### config.mk
export PLATFORM = sky130hd
export DESIGN_NAME = remote_mode_controller
export DESIGN_NICKNAME = d
export VERILOG_FILES = /design/src/hdl/remote_mode_pkg.sv /design/src/hdl/remote_mode_controller.sv
export SDC_FILE = /design/constraint.sdc
export NUM_CORES = 1
export LEC_CHECK = 0
export ABC_CLOCK_PERIOD_IN_PS = 4950
export BUFFER_PORTS_ARGS = -buffer_cell sky130_fd_sc_hd__buf_2
export CAP_MARGIN = 10
export CELL_PAD_IN_SITES_DETAIL_PLACEMENT = 2
export CELL_PAD_IN_SITES_GLOBAL_PLACEMENT = 2
export CORE_ASPECT_RATIO = 1.75
export CORE_MARGIN = 2
export CORE_UTILIZATION = 34
export CTS_CLUSTER_DIAMETER = 120
export DETAILED_ROUTE_END_ITERATION = 8
export PLACE_DENSITY = 0.77
export REMOVE_ABC_BUFFERS = 1
export SLEW_MARGIN = 10
export SYNTH_ARGS = -nofsm -noshare
export SYNTH_HDL_FRONTEND = slang
export SYNTH_SLANG_ARGS = --single-unit
### constraint.sdc
create_clock -name ref_clk -period 4.95 [get_ports ref_clk]
set_clock_uncertainty 0.1 [all_clocks]
set_input_delay 0.2475 -clock ref_clk [delete_from_list [all_inputs] [get_ports ref_clk]]
set_output_delay 0.2475 -clock ref_clk [all_outputs]
set_load 0.02 [all_outputs]
### src/hdl/remote_mode_pkg.sv
// Purpose: constants and types for the remote mode controller
// Assumes: 125 MHz system clock, 32-bit APB
// Notes:   hold thresholds in ms, cycle counts derived
package remote_mode_pkg;
  localparam int unsigned CLK_HZ      = 125_000_000;
  localparam int unsigned CYC_PER_MS  = CLK_HZ / 1000;
  localparam int unsigned HOLD_ON_MS  = 1000;
  localparam int unsigned HOLD_OFF_MS = 2000;
  localparam int unsigned BLINK_MS    = 250;
  localparam int unsigned HOLD_ON_CYC  = HOLD_ON_MS * CYC_PER_MS;
  localparam int unsigned HOLD_OFF_CYC = HOLD_OFF_MS * CYC_PER_MS;
  localparam int unsigned BLINK_CYC    = BLINK_MS * CYC_PER_MS;

  localparam logic [7:0] CTRL_OFS    = 8'h00;
  localparam logic [7:0] STANDBY_OFS = 8'h04;
  localparam logic [7:0] PSAVE_OFS   = 8'h08;
  localparam logic [7:0] CUTOFF_OFS  = 8'h0C;
  localparam logic [7:0] STATUS_OFS  = 8'h10;

  localparam int CTRL_RSTSEQ_BIT = 0;
  localparam int CTRL_STSEQ_BIT  = 1;
  localparam int CTRL_CUTOFF_BIT = 2;

  localparam logic [2:0]  CTRL_RST    = 3'h0;
  localparam logic [31:0] STANDBY_RST = 32'h0773_5940;
  localparam logic [31:0] PSAVE_RST   = 32'h0EE6_B280;
  localparam logic [31:0] CUTOFF_RST  = 32'h0000_0000;

  typedef enum logic [2:0] {
    M_OFF   = 3'b000,
    M_DISC  = 3'b001,
    M_STOP  = 3'b010,
    M_START = 3'b011,
    M_HALT  = 3'b100,
    M_DIAG  = 3'b101
  } mode_t;

  typedef enum logic [1:0] {
    B_NONE  = 2'b00,
    B_START = 2'b01,
    B_COMBO = 2'b10,
    B_STOP  = 2'b11
  } btn_class_t;
endpackage : remote_mode_pkg

### src/hdl/remote_mode_controller.sv
// Purpose: operating-mode controller of a crane remote and its base relays
// Assumes: buttons and link flags synchronous to ref_clk
// Notes:   timeouts latched from registers at power-on
`timescale 1ns/10ps
`default_nettype none
// Function
// - power on when start button alone held longer than 1 s while off
// - after power-on run discovery, enter STOP when link found
// - start plus trigger held at least 1 s at power-on enters diagnostics
// - power off on low battery or power-saving timeout
// - halt button forces emergency halt from STOP or START
// - in halt, motion, safety and start relays are off
// - halt is honoured only while the halt indicator is lit
// - in halt, start indicator off and halt indicator blinks
// - leave halt: release, optional reset sequence, trigger, then STOP
// - in halt and STOP, status and power LEDs lit, link LED blinks
// - stop button in START goes to STOP
// - no button for longer than standby timeout goes to STOP
// - loss of the wireless link forces STOP
// - STOP entry: motion off, delayed cutoff after delay, then safety off
// - in STOP, motion disabled, safety and start relays off
// - in STOP the radio link relay stays on
// - STOP: start indicator off or reverse flash, halt indicator lit
// - from STOP only START, halt, power off or charging are allowed
// - only START accepts motion and horn and switches safety relays on
// - from STOP, stop button alone held over 2 s powers off
// - no button for standby plus power-saving timeout powers off
module remote_mode_controller
  import remote_mode_pkg::*;
#(
  parameter int unsigned HOLD_ON  = remote_mode_pkg::HOLD_ON_CYC,
  parameter int unsigned HOLD_OFF = remote_mode_pkg::HOLD_OFF_CYC,
  parameter int unsigned BLINK    = remote_mode_pkg::BLINK_CYC
) (
  input  wire logic        ref_clk,
  input  wire logic        rst_n,
  input  wire logic        psel,
  input  wire logic        penable,
  input  wire logic        pwrite,
  input  wire logic [7:0]  paddr,
  input  wire logic [31:0] pwdata,
  output var  logic [31:0] prdata,
  output var  logic        pready,
  output var  logic        pslverr,
  input  wire logic        startBtn,
  input  wire logic        stopBtn,
  input  wire logic        triggerBtn,
  input  wire logic        haltBtn,
  input  wire logic        motionAny,
  input  wire logic        resetSeqOk,
  input  wire logic        startSeqOk,
  input  wire logic        linkFound,
  input  wire logic        linkLost,
  input  wire logic        batteryLow,
  input  wire logic        charging,
  output var  logic        remoteOn,
  output var  logic        diagMode,
  output var  logic        motionRelay,
  output var  logic        hornRelay,
  output var  logic        delayed_cutoff_relays,
  output var  logic        safetyRelay,
  output var  logic        startRelay,
  output var  logic        radioLinkRelay,
  output var  logic        startLed,
  output var  logic        haltLed,
  output var  logic        system_ok_led,
  output var  logic        powerLed,
  output var  logic        link_activity_led
);
  import remote_mode_pkg::*;

  if (HOLD_ON < 2 || HOLD_OFF < 2 || BLINK < 1) begin : g_chk
    $error("hold and blink counts too small");
  end

  // register file
  logic [2:0]  ctrl_reg;
  logic [31:0] standby_reg, psave_reg, cutoff_reg;
  logic [31:0] cfgStandby_reg, cfgPsave_reg, cfgCutoff_reg;
  logic [2:0]  cfgCtrl_reg;
  logic        wrEn, mapped;
  logic [31:0] rdVal;

  mode_t       mode_reg, mode_next;
  btn_class_t  cls, cls_reg;
  logic [31:0] hold_reg, idle_reg, cut_reg;
  logic [32:0] offLimit;
  logic        shut_reg, blink_reg, rel_reg, seq_reg;
  logic [31:0] blinkCnt_reg;
  logic        others, anyBtn, haltOk;

  assign mapped = (paddr == CTRL_OFS) || (paddr == STANDBY_OFS) ||
                  (paddr == PSAVE_OFS) || (paddr == CUTOFF_OFS) ||
                  (paddr == STATUS_OFS);
  assign wrEn = psel && penable && pready && pwrite && mapped &&
                (paddr != STATUS_OFS);

  always_comb begin
    unique case (paddr)
      CTRL_OFS:    rdVal = {29'h0, ctrl_reg};
      STANDBY_OFS: rdVal = standby_reg;
      PSAVE_OFS:   rdVal = psave_reg;
      CUTOFF_OFS:  rdVal = cutoff_reg;
      STATUS_OFS:  rdVal = {16'h0000, 3'h0, shut_reg, motionRelay,
                            delayed_cutoff_relays, safetyRelay, startRelay,
                            radioLinkRelay, startLed, haltLed,
                            link_activity_led, 1'b0, mode_reg};
      default:     rdVal = 32'h0000_0000;
    endcase
  end

  // apb: one wait-free access phase, answer prepared in setup
  always_ff @(posedge ref_clk) begin
    if (!rst_n) begin
      pready  <= 1'b0;
      pslverr <= 1'b0;
      prdata  <= 32'h0000_0000;
    end else begin
      pready  <= psel && !penable;
      pslverr <= psel && !penable && (!mapped || (pwrite && paddr == STATUS_OFS));
      prdata  <= (psel && !penable && !pwrite) ? rdVal : 32'h0000_0000;
    end
  end

  always_ff @(posedge ref_clk) begin
    if (!rst_n) begin
      ctrl_reg    <= CTRL_RST;
      standby_reg <= STANDBY_RST;
      psave_reg   <= PSAVE_RST;
      cutoff_reg  <= CUTOFF_RST;
    end else if (wrEn) begin
      unique case (paddr)
        CTRL_OFS:    ctrl_reg    <= pwdata[2:0];
        STANDBY_OFS: standby_reg <= pwdata;
        PSAVE_OFS:   psave_reg   <= pwdata;
        default:     cutoff_reg  <= pwdata;
      endcase
    end
  end

  // configuration latched when the remote powers on
  always_ff @(posedge ref_clk) begin
    if (!rst_n) begin
      cfgCtrl_reg    <= CTRL_RST;
      cfgStandby_reg <= STANDBY_RST;
      cfgPsave_reg   <= PSAVE_RST;
      cfgCutoff_reg  <= CUTOFF_RST;
    end else if (mode_reg == M_OFF) begin
      cfgCtrl_reg    <= ctrl_reg;
      cfgStandby_reg <= standby_reg;
      cfgPsave_reg   <= psave_reg;
      cfgCutoff_reg  <= cutoff_reg;
    end
  end

  // button classes and hold counter
  assign others = stopBtn || triggerBtn || haltBtn || motionAny;
  assign anyBtn = startBtn || others;
  always_comb begin
    if (startBtn && !others)
      cls = B_START;
    else if (startBtn && triggerBtn && !stopBtn && !haltBtn && !motionAny)
      cls = B_COMBO;
    else if (stopBtn && !startBtn && !triggerBtn && !haltBtn && !motionAny)
      cls = B_STOP;
    else
      cls = B_NONE;
  end

  always_ff @(posedge ref_clk) begin
    if (!rst_n) begin
      cls_reg  <= B_NONE;
      hold_reg <= 32'h0000_0000;
    end else begin
      cls_reg <= cls;
      if (cls == B_NONE || mode_next != mode_reg)
        hold_reg <= 32'h0000_0000;
      else if (cls != cls_reg)
        hold_reg <= 32'h0000_0001;
      else if (hold_reg != 32'hFFFF_FFFF)
        hold_reg <= hold_reg + 32'h0000_0001;
    end
  end

  // idle time since last press
  assign offLimit = {1'b0, cfgStandby_reg} + {1'b0, cfgPsave_reg};
  always_ff @(posedge ref_clk) begin
    if (!rst_n)
      idle_reg <= 32'h0000_0000;
    else if (anyBtn || mode_reg == M_OFF)
      idle_reg <= 32'h0000_0000;
    else if (idle_reg != 32'hFFFF_FFFF)
      idle_reg <= idle_reg + 32'h0000_0001;
  end

  // halt release bookkeeping
  always_ff @(posedge ref_clk) begin
    if (!rst_n) begin
      rel_reg <= 1'b0;
      seq_reg <= 1'b0;
    end else if (mode_reg != M_HALT) begin
      rel_reg <= 1'b0;
      seq_reg <= 1'b0;
    end else begin
      if (!haltBtn)
        rel_reg <= 1'b1;
      if (rel_reg && resetSeqOk)
        seq_reg <= 1'b1;
    end
  end

  assign haltOk = haltLed;

  always_comb begin
    mode_next = mode_reg;
    unique case (mode_reg)
      M_OFF: begin
        if (cls == B_COMBO && hold_reg == HOLD_ON)
          mode_next = M_DIAG;
        else if (cls == B_START && hold_reg == HOLD_ON + 1)
          mode_next = M_DISC;
      end
      M_DISC: begin
        if (batteryLow || {1'b0, idle_reg} > offLimit)
          mode_next = M_OFF;
        else if (linkFound)
          mode_next = M_STOP;
      end
      M_DIAG: begin
        if (batteryLow || (cls == B_STOP && hold_reg == HOLD_OFF + 1))
          mode_next = M_OFF;
      end
      M_STOP: begin
        if (haltBtn && haltOk)
          mode_next = M_HALT;
        else if (batteryLow || charging || {1'b0, idle_reg} > offLimit)
          mode_next = M_OFF;
        else if (cls == B_STOP && hold_reg == HOLD_OFF + 1)
          mode_next = M_OFF;
        else if (cls == B_START && hold_reg == HOLD_ON + 1 &&
                 (startSeqOk || !cfgCtrl_reg[CTRL_STSEQ_BIT]))
          mode_next = M_START;
      end
      M_START: begin
        if (haltBtn && haltOk)
          mode_next = M_HALT;
        else if (batteryLow)
          mode_next = M_OFF;
        else if (stopBtn || linkLost || idle_reg > cfgStandby_reg)
          mode_next = M_STOP;
      end
      M_HALT: begin
        if (batteryLow)
          mode_next = M_OFF;
        else if (rel_reg && !haltBtn && triggerBtn &&
                 (seq_reg || !cfgCtrl_reg[CTRL_RSTSEQ_BIT]))
          mode_next = M_STOP;
      end
      default: mode_next = M_OFF;
    endcase
  end

  always_ff @(posedge ref_clk) begin
    if (!rst_n)
      mode_reg <= M_OFF;
    else
      mode_reg <= mode_next;
  end

  // shutdown order on leaving START for STOP
  always_ff @(posedge ref_clk) begin
    if (!rst_n) begin
      shut_reg <= 1'b0;
      cut_reg  <= 32'h0000_0000;
    end else if (mode_reg == M_START && mode_next == M_STOP) begin
      shut_reg <= 1'b1;
      cut_reg  <= cfgCtrl_reg[CTRL_CUTOFF_BIT] ? cfgCutoff_reg : 32'h0000_0000;
    end else if (mode_reg != M_STOP || mode_next != M_STOP) begin
      shut_reg <= 1'b0;
      cut_reg  <= 32'h0000_0000;
    end else if (cut_reg != 32'h0000_0000) begin
      cut_reg <= cut_reg - 32'h0000_0001;
    end else begin
      shut_reg <= 1'b0;
    end
  end

  // blink divider
  always_ff @(posedge ref_clk) begin
    if (!rst_n) begin
      blinkCnt_reg <= 32'h0000_0000;
      blink_reg    <= 1'b0;
    end else if (blinkCnt_reg == BLINK - 1) begin
      blinkCnt_reg <= 32'h0000_0000;
      blink_reg    <= !blink_reg;
    end else begin
      blinkCnt_reg <= blinkCnt_reg + 32'h0000_0001;
    end
  end

  // relays
  always_ff @(posedge ref_clk) begin
    if (!rst_n) begin
      motionRelay           <= 1'b0;
      hornRelay             <= 1'b0;
      delayed_cutoff_relays <= 1'b0;
      safetyRelay           <= 1'b0;
      startRelay            <= 1'b0;
      radioLinkRelay        <= 1'b0;
    end else begin
      motionRelay <= mode_reg == M_START && motionAny;
      hornRelay   <= mode_reg == M_START && startBtn;
      delayed_cutoff_relays <= cfgCtrl_reg[CTRL_CUTOFF_BIT] &&
        (mode_reg == M_START || (shut_reg && cut_reg != 32'h0000_0000));
      safetyRelay <= mode_reg == M_START || shut_reg;
      startRelay  <= mode_reg == M_START;
      radioLinkRelay <= mode_reg == M_STOP || mode_reg == M_START ||
                        mode_reg == M_HALT;
    end
  end

  // indicators
  always_ff @(posedge ref_clk) begin
    if (!rst_n) begin
      startLed          <= 1'b0;
      haltLed           <= 1'b0;
      system_ok_led     <= 1'b0;
      powerLed          <= 1'b0;
      link_activity_led <= 1'b0;
      remoteOn          <= 1'b0;
      diagMode          <= 1'b0;
    end else begin
      unique case (mode_reg)
        M_START: startLed <= 1'b1;
        M_STOP:  startLed <= cfgCtrl_reg[CTRL_STSEQ_BIT] && !blink_reg;
        default: startLed <= 1'b0;
      endcase
      unique case (mode_reg)
        M_STOP, M_START: haltLed <= 1'b1;
        M_HALT:          haltLed <= blink_reg;
        default:         haltLed <= 1'b0;
      endcase
      system_ok_led     <= 1'b1;
      powerLed          <= 1'b1;
      link_activity_led <= mode_reg != M_OFF && mode_reg != M_DIAG &&
                           blink_reg;
      remoteOn <= mode_reg != M_OFF;
      diagMode <= mode_reg == M_DIAG;
    end
  end
endmodule : remote_mode_controller
`default_nettype wire

---- Word-level counts from Yosys, hierarchy flattened ----
Cells that the tools add are included.
cells by class
  add/subtract/negate cells ............... 5
  order comparisons ....................... 2
  equal/unequal tests ..................... 27
  multiplexer cells ....................... 31
  bitwise gates (word level) .............. 2
  reductions and logical operators ........ 90
operators with widths
  kind                     number
  $pmux W32 S5             1
  $mux W32                 4
  $add A32 B1 Y32 const B  3
  $eq A32 B27 Y1 const B   2
  $ne A32 B32 Y1 const B   2
  $mux W3                  14
  $logic_and A1 B1 Y1      35
  $add A32 B32 Y33         1
  $gt A32 B33 Y1           1
  $eq A32 B25 Y1 const B   1
  $eq A32 B28 Y1 const B   1
  $gt A32 B32 Y1           1
  $reduce_bool A32 Y1      1
  $sub A32 B1 Y32 const B  1
  $logic_or A1 B1 Y1       24
  $pmux W3 S6              1
  $eq A8 B4 Y1 const B     2
  $logic_not A1 Y1         12
  $reduce_and A2 Y1        5
  $reduce_or A2 Y1         5
  $eq A3 B2 Y1 const B     3
  $ne A3 B3 Y1 const B     3
  $eq A8 B3 Y1 const B     1
  $eq A8 B5 Y1 const B     1
  18 further kinds         32
storage, ports and cells
  register bits ........................... 381
  output and inout port bits .............. 47
  word-level logic and storage cells ...... 191

---- Depth between registers and ports, before layout ----
  word-level depth ........................ 20
  gate-level depth with buffers ........... 22

---- Worst setup path before layout ----
Ideal clock, no wire load.
  kind .................................... register to register
  start point ............................. register cfgStandby_reg[1]
  end point ............................... register cut_reg[30]
  setup time .............................. 0.064 ns
  arrival ................................. 4.962 ns
  setup slack ............................. -0.176 ns
  stages on the path, launching flop included .. 21
  path buffers ............................ 1
  clock period less this slack ............ 5.126 ns
  path through ............................ dfxtp_1 -> ha_1 -> a211o_1 -> a2111oi_2 -> o22ai_1 -> o41ai_2 -> o31ai_1 -> and2_1 -> a41oi_1 -> o21ai_0 -> xnor2_1 -> ha_1 -> nand3_1 -> nor4_1 -> and2_1 -> a221oi_1 -> or4b_4 -> a211oi_4 -> buf_6 -> a22oi_1 -> nor2_1
between the ends
  cells in the longest elaborated chain, start to end .. 10
RTL lines
  what                                                         RTL line                                                                                     RTL
  start: declaration                                           remote_mode_controller.sv:79                                                                 logic [31:0] cfgStandby_reg, cfgPsave_reg, cfgCutoff_reg;
  start signal: assignment                                     remote_mode_controller.sv:150                                                                cfgStandby_reg <= standby_reg;
  $add A32 B32 Y33 / $gt A32 B32 Y1 (equally long branches)    remote_mode_controller.sv:186, remote_mode_controller.sv:249
  $gt A32 B33 Y1 / $logic_or A1 B1 Y1 (equally long branches)  remote_mode_controller.sv:224, remote_mode_controller.sv:236, remote_mode_controller.sv:249
  $logic_or A1 B1 Y1 / $mux W3 (equally long branches)         remote_mode_controller.sv:236, remote_mode_controller.sv:249
  $mux W3, on equally long branches                            remote_mode_controller.sv:236, remote_mode_controller.sv:247
  $mux W3, on equally long branches                            remote_mode_controller.sv:234, remote_mode_controller.sv:245
  $pmux W3 S6 *                                                remote_mode_controller.sv:216                                                                unique case (mode_reg)
  $ne A3 B2 Y1                                                 remote_mode_controller.sv:278                                                                end else if (mode_reg != M_STOP || mode_next != M_STOP) begin
  $logic_or A1 B1 Y1                                           remote_mode_controller.sv:278
  $mux W32                                                     remote_mode_controller.sv:278
  $mux W32                                                     remote_mode_controller.sv:275                                                                end else if (mode_reg == M_START && mode_next == M_STOP) begin
  end signal: assignment                                       remote_mode_controller.sv:277                                                                cut_reg <= cfgCtrl_reg[CTRL_CUTOFF_BIT] ? cfgCutoff_reg : 32'h0000_0000;
  end signal: assignment                                       remote_mode_controller.sv:282                                                                cut_reg <= cut_reg - 32'h0000_0001;
  end: declaration                                             remote_mode_controller.sv:86                                                                 logic [31:0] hold_reg, idle_reg, cut_reg;
Every way passes the cells marked *; elsewhere a longest branch is shown, timed or not.
A chain may end at the register's enable or synchronous reset.

---- Worst setup path in the final report ----
  start point ............................. register cfgStandby_reg[2]
  end point ............................... register cut_reg[11]
The elaborated chain is that of the path after synthesis.

==> reports/results.txt <==
The flow ran to the end, but the final reports show violations. The final reports fail on setup timing. The tools report the category of the worst setup path capture point as a flop. The critical-path cell with the highest stage delay was sky130_fd_sc_hd__or4b_4. Of all cell types, the one taking the most synthesized area is sky130_fd_sc_hd__dfxtp_1.

The mux cell area share after synthesis came out at 1.78%. The count of nets left with antenna violations once routing finished came out at 0. The tools report the antenna diode count as 0. At the worst endpoint, the arrival time is 5.93 ns. Yosys attributes the largest share of cell area to sky130_fd_sc_hd__dfxtp_1 (41%), sky130_fd_sc_hd__nand2_1 (9.8%), sky130_fd_sc_hd__ha_1 (6.9%), sky130_fd_sc_hd__a21oi_1 (5.8%), sky130_fd_sc_hd__xor2_1 (4.5%).

The worst path in the final design needs a cycle of 5.52 ns, including I/O delays and setup. The highest achievable clock rate came out at 0.181 GHz. During I/O placement, the number of pins put on the boundary was 103. The routed layout has 17,700 vias.

The number of CTS-inserted buffers is 40, and the xor/xnor cell area share of the yosys netlist is 6.98%. Synthesis instantiated 79 different standard cells from the library. Walking the worst path, the cells encountered are ha_4 -> o21a_1 -> a2111oi_4 -> o22ai_2 -> o41ai_2 -> buf_4 -> o31ai_4 -> and2_4 -> a41oi_4 -> o21ai_2 -> xnor2_1 -> ha_1 -> nand3_4 -> nor2_1 -> o21ai_0 -> o221ai_1 -> a221oi_2 -> buf_4 -> or4b_4 -> a211oi_4 -> buf_6 -> buf_12 -> a22oi_1 -> nor2_1.

The run gives 0.0105 mm^2 as the footprint of the multi-input gates. The run gives 0 as the number of maximum-capacitance constraint violations. The compound-cell area share of the yosys netlist came out at 14.6%. The final setup violation count was 65. The fraction of synthesized cell area taken by the top area cell type is 41.4%, and the DRC violation count after routing is 0.

The root buffer cell was sky130_fd_sc_hd__clkbuf_16. After synthesis, flip-flops and latches occupy 41.4% of the total area. Entering global routing, the biggest net connects 115 pins. After synthesis, the largest family of logic cells by area is simple AND/OR/NAND/NOR gates.

The run gives 747 as the starting DRC count in detailed routing. The synthesized netlist devotes 24.5% of its cell area to simple gates. The total area inside the core boundary comes to 0.0535 mm^2.

The critical path's largest stage delay is 0.53 ns. In the synthesized netlist the async set-or-reset flop fraction comes to 0%. The kind of start point of the critical path is a flop.

The global route total overflow was 0. The layout has 6,040 filler cells. TritonCTS built the clock tree. For the via count of the first global-routing pass, the log shows 20,400. The critical path starts at cfgStandby_reg[2]. The logs give 25.9% for the global-route total usage across every layer and 0 for the number of warnings issued by yosys. The final setup slack of the worst path was -0.568 ns.

The floorplan die width is 180 um, and the vertical die dimension is 312 um. The worst-case headroom to the max-slew limit was 19.8%; the synthesized area per cell was 8.16 um^2. The run gives 34.4% as the effective utilization at floorplan. Counting every instance in the synthesized netlist gives 2,260. The worst hold path begins at rst_n.

The deepest level of the CTS H-tree was 2. The detailed-route wire length is 76.5 mm. Wire length per cell: 24.1 um.

The type of the setup path with the least slack was flop to flop. The logs give 0 for the number of antenna violations at the first check in global routing and 0.59 ns for the clock insertion delay at the later pin of the skew report. The synthesized design contains 381 register bits. Setup repair after global routing could not meet its margin everywhere. The tools report the first-pass GRT wire length as 116 mm.

The final-report hold violation count is 0, and the period utilization is 111%. Of the total synthesized cell area, the portion taken by full adders, half adders and majority gates is 7.03%. The site row count is 112, and the overall power of the completed layout is 6.26 mW.

The startpoint identified for the worst register-to-register timing path is cfgStandby_reg[2]. The tools report the register cell area after layout as 0.00763 mm^2. Leakage power total: 8.93 nW. Most common cell after layout, fill and taps aside: sky130_fd_sc_hd__nand2_1. The routability congestion estimate from global placement was 0.870; the required time of the critical path was 5.36 ns. The post-DP HPWL was 51.7 mm; the fraction of final layout cells with drive strength greater than 1 was 15.9%. The area growth from synthesis to layout is 22.1%. The die covers 0.0562 mm^2.

In this run the worst path has a maximum fanout of 8. The number of enable-type register cells in the synthesized netlist was 0; the measured slew at the worst slew-check pin was 1.20 ns. The clock passes through at most 3 buffers. The tools report the final-report max-slew violation count as 0. In the routed layout, each cell is associated on average with a via count of 5.60. The tools report the number of nets in the final layout as 2,619. Number of port buffers: 102. After synthesis the cells add up to 0.0184 mm^2.

The worst hold path class was primary input to flop. Once layout is complete, the utilization of the core stands at 42.0%. The tools report the maximum VDD drop as 338 uV.

In the synthesized netlist the dominant register cell turns out to be sky130_fd_sc_hd__dfxtp_1. The library cells used most frequently in the layout, excluding fill and tap cells, are sky130_fd_sc_hd__nand2_1 (480), sky130_fd_sc_hd__dfxtp_1 (378), sky130_fd_sc_hd__a21oi_1 (211), sky130_fd_sc_hd__nor2_1 (192), sky130_fd_sc_hd__buf_4 (111). The ratio of total power to cell area came out at 278 mW/mm^2.

After clock tree synthesis, the clock-pin slew on the worst setup and hold paths is 0.06 ns. The logs give 7 for the detailed-routing iteration count for the pre-antenna-repair pass and 381 for the number of clock sinks seen by CTS.
what timing repair did:
item,in CTS,in global routing
pin swaps,22,39
cloned,4,1
gates resized for setup,48,52
hold endpoints to repair,106,0
endpoints found under the setup margin,67,66
setup buffers,15,10
hold buffers,40,0
Yosys cell counts, types with 5 or more instances:
master                     number
sky130_fd_sc_hd__buf_2         11
sky130_fd_sc_hd__o21a_1         6
sky130_fd_sc_hd__nor2b_1       14
sky130_fd_sc_hd__inv_1         55
sky130_fd_sc_hd__nor4_1        22
sky130_fd_sc_hd__nand4_1       47
sky130_fd_sc_hd__nor3_1        30
sky130_fd_sc_hd__nor2_1       210
sky130_fd_sc_hd__a31oi_1        5
sky130_fd_sc_hd__o211ai_1      19
sky130_fd_sc_hd__nand2_1      480
sky130_fd_sc_hd__a22oi_1       70
sky130_fd_sc_hd__a21oi_1      214
sky130_fd_sc_hd__dfxtp_1      381
sky130_fd_sc_hd__a21o_1        25
sky130_fd_sc_hd__nand3_1       83
sky130_fd_sc_hd__a211o_1        6
sky130_fd_sc_hd__and4_1        10
sky130_fd_sc_hd__a221oi_1       5
sky130_fd_sc_hd__xor2_1        94
sky130_fd_sc_hd__and2_1        16
sky130_fd_sc_hd__mux2i_1        8
sky130_fd_sc_hd__buf_1          5
sky130_fd_sc_hd__o21ai_0       34
sky130_fd_sc_hd__or3_1         13
sky130_fd_sc_hd__clkbuf_1      90
sky130_fd_sc_hd__ha_1         102
sky130_fd_sc_hd__nor3b_1        6
sky130_fd_sc_hd__o21bai_1       6
sky130_fd_sc_hd__nand2b_1      12
sky130_fd_sc_hd__xnor2_1       53
sky130_fd_sc_hd__a211oi_1      11
sky130_fd_sc_hd__and3_1        25
sky130_fd_sc_hd__mux2_2        20
where the power goes:
group | internal [mW] | switching [mW] | leakage [nW]
logic | 0.0689 | 0.122 | 5.25
registers | 3.07 | 0.00344 | 3.07
clock network | 1.64 | 1.36 | 0.606
total | 4.78 | 1.48 | 8.93
path summary, 6_finish.rpt:
check,end,slack [ns],cells after the start
setup / recovery,cut_reg[11],-0.57,24
hold / removal,seq_reg,0.02,3
setup reg to reg,cut_reg[11],-0.57,24
hold reg to reg,blinkCnt_reg[0],0.36,1
stage by stage:
step | worst slack, ns | std cells | hold WS (ns) | setup TNS, ns | area (um^2)
after detailed placement | -0.862 | 3035 | 0.354 | -47.18 | 20200
after CTS | -0.314 | 3162 | 0.0161 | -14.65 | 22200
after global routing | -0.815 | 3170 | 0.0481 | -48.55 | 22500
after floorplan | -2.40 | 2147 | 0.175 | -317.17 | 18000
after global placement | -0.721 | 3035 | 0.340 | -40.16 | 20200
final | -0.568 | 3170 | 0.0158 | -31.60 | 22500
logic make-up (layout without fill, tap and decap cells):
logic type,after synthesis,count (layout)
buf+inv,170,396
xor+xnor,147,147
fa+ha+maj,103,103
compound gates,430,430
mux,29,29
simple gates,1000,1000
flops,381,381
layer usage:
metal / GRT usage, % / share of wire [%]
met2: 51.9 / 56
met5: 0 / 0
met4: 11.7 / 4.6
met1: 26.2 / 37
met3: 2.96 / 2.6
worst max-delay path: cells and delay by family, from the launching register on:
kind | cells | cell delay [ns]
DFF | 1 | 0.38
buffers and inverters | 4 | 0.70
and+or+nand+nor | 5 | 1.10
AOI/OAI and AO/OA | 12 | 2.41
xor gates and xnor gates | 1 | 0.15
adders and majority gates | 2 | 0.60
cell type report:
type	instances	area share, %
Clock buffer	55	4.97
Clock inverter	13	0.495
Inverter	57	0.962
Multi-Input combinational cell	1709	46.7
Sequential cell	381	33.9
Tap cell	684	3.80
Timing Repair Buffer	271	9.13
(Power assumes the default switching activity.)
